`config.mk`:
```
export PLATFORM = sky130hd
export DESIGN_NAME = dcc_top
export DESIGN_NICKNAME = d
export VERILOG_FILES = /design/src/pkg/dcc_pkg.sv /design/src/design/dcc_top.sv
export SDC_FILE = /design/constraint.sdc
export NUM_CORES = 2
export LEC_CHECK = 0
export BUFFER_PORTS_ARGS = -buffer_cell sky130_fd_sc_hd__buf_2
export CAP_MARGIN = 40
export CORE_MARGIN = 1
export CORE_UTILIZATION = 50
export CTS_BUF_LIST = sky130_fd_sc_hd__clkbuf_8
export CTS_CLUSTER_DIAMETER = 60
export DETAILED_ROUTE_END_ITERATION = 6
export HOLD_SLACK_MARGIN = 0.15
export PLACE_DENSITY = 0.67
export SKIP_CTS_REPAIR_TIMING = 1
export SLEW_MARGIN = 10
export SYNTH_ARGS = -nofsm -noshare
export SYNTH_HDL_FRONTEND = slang
export SYNTH_SLANG_ARGS = --single-unit
```
`constraint.sdc`:
```
create_clock -name pclk -period 2.77 [get_ports pclk]
set_input_delay 0 -clock pclk [delete_from_list [all_inputs] [get_ports pclk]]
set_output_delay 0 -clock pclk [all_outputs]
set_load 0.02 [all_outputs]
```
`src/pkg/dcc_pkg.sv`:
```
// constants, encodings and carrier types of the detector call conditioner
// assumes one 20 MHz clock and an apb register port with 12-bit addresses
package dcc_pkg;

	// ==========================================================
	// sizing
	localparam int NCAM = 2;
	localparam int ZPC = 8;
	localparam int NCALL = NCAM * ZPC;
	localparam int CNT_W = 8;
	localparam int IRQ_W = NCAM + 1;
	localparam int IDX_W = $clog2(NCALL);

	// ==========================================================
	// timing
	localparam int CLK_HZ = 20000000;
	localparam int MS_PER_S = 1000;
	localparam int TICK_MS = 1;
	localparam int FRAME_RATE_MIN = 30;
	localparam int LATENCY_MS = 112;
	localparam int PULSE_MS = 125;
	localparam int TICK_CYC_DFLT = CLK_HZ / MS_PER_S * TICK_MS;
	localparam int FRAME_TO_DFLT = CLK_HZ / FRAME_RATE_MIN;
	localparam logic [CNT_W-1:0] PULSE_TICKS = CNT_W'(PULSE_MS / TICK_MS);

	// ==========================================================
	// register map
	localparam logic [11:0] OFF_CTRL = 12'h000;
	localparam logic [11:0] OFF_STAT = 12'h004;
	localparam logic [11:0] OFF_MASK = 12'h008;
	localparam logic [11:0] OFF_LIVE = 12'h00C;
	localparam logic [11:0] OFF_CFG = 12'h040;
	localparam logic [11:0] OFF_CFG_END = 12'h080;
	localparam logic [11:0] ALIGN_MASK = 12'h003;
	localparam int WORD_SH = 2;
	localparam int CTRL_CABX_BIT = 0;
	localparam int IRQ_PWR_BIT = NCAM;

	// ==========================================================
	// encodings and carriers
	typedef enum logic [2:0] {
		TM_NONE, TM_FULL, TM_NORM, TM_EXT, TM_DLYEXT
	} dcc_tmode_t;

	typedef enum logic [1:0] {
		ZF_PRES, ZF_DPRES, ZF_PULSE, ZF_DPULSE
	} dcc_zfunc_t;

	typedef enum logic [1:0] {
		CS_IDLE, CS_DLY, CS_CALL, CS_EXT
	} dcc_cst_t;

	// one call word: mode [2:0], function [4:3], delay [12:5], extend [20:13]
	typedef struct packed {
		logic [CNT_W-1:0] ext;
		logic [CNT_W-1:0] dly;
		dcc_zfunc_t func;
		dcc_tmode_t mode;
	} dcc_cfg_t;

	localparam int CFG_W = $bits(dcc_cfg_t);

	typedef struct packed {
		logic [NCALL-1:0] occ;
		logic [NCALL-1:0] dir_ok;
	} dcc_zone_t;

	typedef struct packed {
		logic [NCAM-1:0] frame;
		logic [NCAM-1:0] fail;
	} dcc_cam_t;

endpackage

```
`src/design/dcc_top.sv`:
```
// detector call conditioner: zone occupancy in, controller calls out
// assumes a front end giving per-zone occupancy, direction and frame
// strobes synchronous to pclk; registers over apb
//
// Summary of operation
// - full-time delay timer runs regardless of green
// - normal delay bypassed during green, unless cabinet
// - extend holds call after vehicle leaves
// - combined mode accepts call after delay expiry
// - combined mode holds until empty plus extend
// - re-entry during extend holds call, restarts
// - after extend drop, delay must expire again
// - zone function presence, directional, pulse, directional
// - eight zones and eight outputs per camera
// - overlapping zones evaluated each independently
// - call asserted well within 112 ms
// - camera or power fail forces constant calls
// - frame updates slower than 30/s flag failure
// - all cameras and outputs processed in parallel
// - configuration editable, takes effect live
//
// Register access over APB and the address map were left to the implementer.
`timescale 1ns/1ps
module dcc_top
	import dcc_pkg::*;
#(
	parameter int unsigned TICK_CYCLES = dcc_pkg::TICK_CYC_DFLT,
	parameter int unsigned FRAME_TO_CYCLES = dcc_pkg::FRAME_TO_DFLT
)
(
	input wire logic pclk,
	input wire logic presetn,
	input wire logic psel,
	input wire logic penable,
	input wire logic pwrite,
	input wire logic [11:0] paddr,
	input wire logic [31:0] pwdata,
	output logic [31:0] prdata,
	output logic pready,
	output logic pslverr,
	input wire dcc_pkg::dcc_zone_t zone,
	input wire logic [dcc_pkg::NCALL-1:0] phase_green,
	input wire dcc_pkg::dcc_cam_t cam,
	input wire logic unit_power_fail,
	output logic [dcc_pkg::NCALL-1:0] call_out,
	output logic irq
);
	import dcc_pkg::*;

	localparam int TICK_W = $clog2(TICK_CYCLES) + 1;
	localparam int FTO_W = $clog2(FRAME_TO_CYCLES) + 1;
	localparam logic [TICK_W-1:0] TICK_LAST = TICK_W'(TICK_CYCLES - 1);
	localparam logic [FTO_W-1:0] FTO_MAX = FTO_W'(FRAME_TO_CYCLES);

	// ==========================================================
	// state
	typedef struct packed {
		logic [TICK_W-1:0] tdiv;
		logic tick;
		logic [NCAM-1:0][FTO_W-1:0] fcnt;
		logic [IRQ_W-1:0] fail_prev;
		logic cabx;
		logic [IRQ_W-1:0] stat;
		logic [IRQ_W-1:0] mask;
		dcc_cfg_t [NCALL-1:0] cfg;
		dcc_cst_t [NCALL-1:0] st;
		logic [NCALL-1:0][CNT_W-1:0] cnt;
		logic [NCALL-1:0][CNT_W-1:0] pcnt;
		logic [NCALL-1:0] prev;
		logic [NCALL-1:0] call;
		logic [NCALL-1:0] out;
		logic [31:0] prdata;
		logic pslverr;
	} dcc_state_t;

	dcc_state_t r;
	dcc_state_t n;
	logic [NCALL-1:0] det;
	logic [NCAM-1:0] failv;
	logic [31:0] rdv;

	// ==========================================================
	// next state
	always_comb
	begin
		logic raw;
		logic rise;
		logic dmode;
		logic emode;
		logic inhib;
		logic hit;
		logic clr;
		logic cfg_hit;
		logic [IDX_W-1:0] idx;
		logic [IRQ_W-1:0] cur;
		raw = 1'b0;
		rise = 1'b0;
		dmode = 1'b0;
		emode = 1'b0;
		inhib = 1'b0;
		hit = 1'b0;
		clr = 1'b0;
		cfg_hit = 1'b0;
		idx = '0;
		cur = '0;
		n = r;
		det = '0;
		failv = '0;
		rdv = '0;

		// millisecond timebase for every call timer
		n.tick = 1'b0;
		if (r.tdiv == TICK_LAST)
		begin
			n.tdiv = '0;
			n.tick = 1'b1;
		end
		else
			n.tdiv = r.tdiv + 1'b1;

		// frame watchdog: a stalled front end counts as camera failure
		for (int c = 0; c < NCAM; c++)
		begin
			if (cam.frame[c])
				n.fcnt[c] = '0;
			else if (r.fcnt[c] != FTO_MAX)
				n.fcnt[c] = r.fcnt[c] + 1'b1;
			failv[c] = cam.fail[c] | (r.fcnt[c] == FTO_MAX) | unit_power_fail;
		end

		// every call runs its own copy of the same logic each cycle
		for (int i = 0; i < NCALL; i++)
		begin
			// directional functions need the direction qualifier
			raw = zone.occ[i];
			if (r.cfg[i].func == ZF_DPRES || r.cfg[i].func == ZF_DPULSE)
				raw = zone.occ[i] & zone.dir_ok[i];
			rise = raw & ~r.prev[i];
			n.prev[i] = raw;
			if (rise)
				n.pcnt[i] = PULSE_TICKS;
			else if (r.tick && r.pcnt[i] != '0)
				n.pcnt[i] = r.pcnt[i] - 1'b1;
			if (r.cfg[i].func == ZF_PULSE || r.cfg[i].func == ZF_DPULSE)
				det[i] = rise | (r.pcnt[i] != '0);
			else
				det[i] = raw;

			dmode = r.cfg[i].mode == TM_FULL || r.cfg[i].mode == TM_NORM ||
				r.cfg[i].mode == TM_DLYEXT;
			emode = r.cfg[i].mode == TM_EXT || r.cfg[i].mode == TM_DLYEXT;
			// green lifts the normal delay; the cabinet bit disables that
			inhib = r.cfg[i].mode == TM_NORM && phase_green[i] && !r.cabx;

			case (r.st[i])
				CS_IDLE:
				begin
					if (det[i])
					begin
						if (dmode && r.cfg[i].dly != '0 && !inhib)
						begin
							n.st[i] = CS_DLY;
							n.cnt[i] = r.cfg[i].dly;
						end
						else
							n.st[i] = CS_CALL;
					end
				end
				CS_DLY:
				begin
					if (!det[i])
						n.st[i] = CS_IDLE;
					else if (inhib)
						n.st[i] = CS_CALL;
					else if (r.cnt[i] == '0)
						n.st[i] = CS_CALL;
					else if (r.tick)
						n.cnt[i] = r.cnt[i] - 1'b1;
				end
				CS_CALL:
				begin
					if (!det[i])
					begin
						if (emode && r.cfg[i].ext != '0)
						begin
							n.st[i] = CS_EXT;
							n.cnt[i] = r.cfg[i].ext;
						end
						else
							n.st[i] = CS_IDLE;
					end
				end
				CS_EXT:
				begin
					if (det[i])
						n.st[i] = CS_CALL;
					else if (r.cnt[i] == '0)
						n.st[i] = CS_IDLE;
					else if (r.tick)
						n.cnt[i] = r.cnt[i] - 1'b1;
				end
				default:
					n.st[i] = CS_IDLE;
			endcase
			n.call[i] = n.st[i] == CS_CALL || n.st[i] == CS_EXT;
			n.out[i] = n.call[i] | failv[i / ZPC];
		end

		// fail onsets are the interrupt events
		cur = {unit_power_fail, cam.fail | failv[NCAM-1:0]};
		n.fail_prev = cur;

		// apb decode
		cfg_hit = paddr >= OFF_CFG && paddr < OFF_CFG_END &&
			(paddr & ALIGN_MASK) == '0;
		idx = IDX_W'((paddr - OFF_CFG) >> WORD_SH);
		hit = 1'b1;
		case (paddr)
			OFF_CTRL:
				rdv = 32'(r.cabx);
			OFF_STAT:
				rdv = 32'(r.stat);
			OFF_MASK:
				rdv = 32'(r.mask);
			OFF_LIVE:
				rdv = 32'({failv, r.out});
			default:
			begin
				hit = cfg_hit;
				if (cfg_hit)
					rdv = 32'(r.cfg[idx]);
			end
		endcase

		// read data and error are caught in setup, shown in access
		if (psel && !penable)
		begin
			n.prdata = rdv;
			n.pslverr = !hit;
		end
		if (psel && penable && hit)
		begin
			if (pwrite)
			begin
				case (paddr)
					OFF_CTRL:
						n.cabx = pwdata[CTRL_CABX_BIT];
					OFF_MASK:
						n.mask = pwdata[IRQ_W-1:0];
					OFF_STAT, OFF_LIVE:
						n.mask = r.mask;
					default:
						n.cfg[idx] = dcc_cfg_t'(pwdata[CFG_W-1:0]);
				endcase
			end
			else if (paddr == OFF_STAT)
				clr = 1'b1;
		end
		// a new event in the clearing cycle survives the clear
		n.stat = (clr ? '0 : r.stat) | (cur & ~r.fail_prev);
	end

	// ==========================================================
	// registers
	always_ff @(posedge pclk or negedge presetn)
	begin
		if (!presetn)
			r <= '0;
		else
			r <= n;
	end

	assign prdata = r.prdata;
	assign pslverr = r.pslverr;
	assign pready = 1'b1;
	assign call_out = r.out;
	assign irq = |(r.stat & r.mask);
endmodule

```
==> impl_metrics.ini <==
[synth]
synth_top_area_share_pct = 44.7
yosys.area.top_type = dfrtp_1
synthTopCellsByCount = 747 x dfrtp_1, 380 x mux2_2, 302 x nand2_1
synth_top_cells_by_area = dfrtp_1 45%, mux2_2 10%, mux4_2 5.7%
synth-edff-count = 0
ys_ff_latch = 747
ys.flop_type = dfrtp_1
synth.distinct_cells = 110
synth_area_mm2 = 0.0418
ys_seq_area_share_pct = 44.7
synth_cells = 3941
ys_warn_count = 0
synthArstFlopShare_pct = 100
yosysMostFrequentCell = dfrtp_1
synth_area_per_cell_um2 = 10.6

[routing]
via_per_inst = 6.16
dr.first_iter.drc_count = 3054
wirelength_mm = 125
vias = 33600
wire_per_inst_um = 22.9
antenna_left = 0
drt-pass1-iter-count = 6
drc_errors = 0

[final_layout]
area_growth_pct = 15.6
finish.utilization_pct = 58.6
drive_gt1_share_pct = 25.2
stdcell_count = 5451
fin_nets = 4429
fillers = 6959

[pwr]
p_seq_share_pct = 43.4
vdd_drop_max_v = 0.000410
finalPower_w = 0.0280
p_leak_nw = 21.2
p_int_w = 0.0194
netSwitchingFraction_pct = 30.6
p_comb_share_pct = 17.7
p_per_area_mw_per_mm2 = 580
p_clk_share_pct = 38.8
p_sw_w = 0.00859

[clocking]
insertion_delay_ns = 0.81
htreeDepth = 4
cts.clk_slew.worst_paths_ns = 0.06
cts_sinks = 747
clock_path_buffers = 3
numCtsBuffers = 136
cts_tree = yes
cts-root-buf = clkbuf_8

[floorplan]
core_area_mm2 = 0.0825
num_io_pins = 153
dieArea_mm2 = 0.0849
start_util_pct = 50.7
die_h_um = 291
die_x_um = 291
rows = 105

[critical_path]
worstPathRequired_ns = 3.43
crit_fanout = 6
start_kind = primary input
cp.arrival_ns = 3.36
worstSetupPathType = primary input to flip-flop
end_kind = flip-flop

[job]
maxCapViolCount = 0

[timing]
finalSetupViolCount = 0
clock.fmax_ghz = 0.371
slew_headroom_pct = 35.0
hold_viol_final = 0
period_needed_ns = 2.70
finalCritPeriodShare_pct = 97.4
tightest_slew_ns = 0.976
fin_skew_ns = 0.0367
worst_slack_ns = 0.0719
rsz0062_at_grt = true
report.final.slew_viol_count = 0

[placement]
pre_cts_ws_ns = 0.0241
numPlacedInstances = 5077
hpwl_mm = 87.8
gp_congestion = 0.934
io_buffers = 129

[global_routing]
grt_pass1_vias = 31800
grt_use_total_pct = 29.3
grt_pass1_wl_mm = 191
overflow = 0
grt_max_degree = 100
antenna_found_initial = 13

[worst_hold_path]
min_path_type = primary input to flip-flop

[run_status]
status = finished clean
## cells in the final DEF (no fill, tap or decap), types with 113 or more instances in the layout
cell type      count
nand3_1          146
inv_1            193
nor3_1           115
o21ai_0          196
buf_2            126
dfrtp_1          746
a21oi_1          113
dlygate4sd3_1    125
nor2_1           221
buf_4            132
clkbuf_8         171
mux2_2           380
nand2_1          302
## path summary, 6_finish.rpt
| kind | start | to | slack (ns) | cells past startpoint |
|---|---|---|---|---|
| worst max-delay path | paddr[5] | r[705]$_DFFE_PN0P_ | 0.07 | 8 |
| worst max register to register | r[711]$_DFFE_PN0P_ | r[293]$_DFFE_PN0P_ | 0.10 | 6 |
| worst min register to register | r[714]$_DFF_PN0_ | r[710]$_DFF_PN0_ | 0.44 | 1 |
| min in group asynchronous | presetn | r[371]$_DFFE_PN0P_ | 0.47 | 4 |
| max in group asynchronous | presetn | r[171]$_DFFE_PN0P_ | 1.66 | 5 |
| worst min-delay path | paddr[10] | pslverr$_DFFE_PN0P_ | 0.12 | 6 |
## per-stage QoR
step | instance area, um^2 | hold WS (ns) | setup TNS, ns
after detailed placement | 44200 | 0.0168 | 0
final | 48400 | 0.123 | 0
after global placement | 44200 | 0.0162 | 0
after floorplan | 41900 | -0.296 | 0
after global routing | 48400 | 0.162 | -0.0321
after CTS | 47100 | -0.869 | 0
## worst max-delay path: stages
cell and delay (ns):
dlygate4sd3_1 0.53, buf_2 0.18, nor3_1 0.21, nand3_1 0.34, or4_1 0.59, dlygate4sd3_1 0.64
mux2_2 0.29, dlygate4sd3_1 0.57
## flip-flops by register name (all words and copies together), names as in the netlist
signal and cells:
pslverr 1, r 709, call_out 16, prdata 21
## cell families after synthesis
family | synth area share (%)
adders and majority gates | 1.61
AOI/OAI and AO/OA | 11.4
xor gates and xnor gates | 3.06
buffers and inverters | 4.00
other | 0.0179
DFF | 44.7
muxes | 18.3
and+or+nand+nor | 16.9
## power by group through the flow
| stage | combinational (W) | sequential (W) | clock, W |
|---|---|---|---|
| after floorplan | 0.00351 | 0.0120 | 0 |
| after global placement | 0.00472 | 0.0123 | 0 |
| after detailed placement | 0.00479 | 0.0123 | 0 |
| after CTS | 0.00481 | 0.0122 | 0.0111 |
| after global routing | 0.00551 | 0.0123 | 0.0116 |
| final | 0.00498 | 0.0122 | 0.0109 |
## layer usage
| metal | track usage (%) | routed length (um) | vias to the layer above |
|---|---|---|---|
| li1 | - | - | 15200 |
| met1 | 40.3 | 53100 | 16700 |
| met2 | 44.5 | 56500 | 1284 |
| met3 | 5.91 | 9450 | 314 |
| met4 | 13.7 | 5530 | 8 |
| met5 | 0 | 57 | - |
## final cells by class
class	count	area, um^2	area share, %
clock inverter	73	475	0.983
sequential	747	18700	38.6
tap	1070	1340	2.77
antenna	2	5.00	0.0103
timing repair buffer	407	3330	6.88
multi-input combinational	2825	21600	44.6
clock buffer	171	2350	4.86
inverter	156	586	1.21
(Power assumes the default switching activity.)
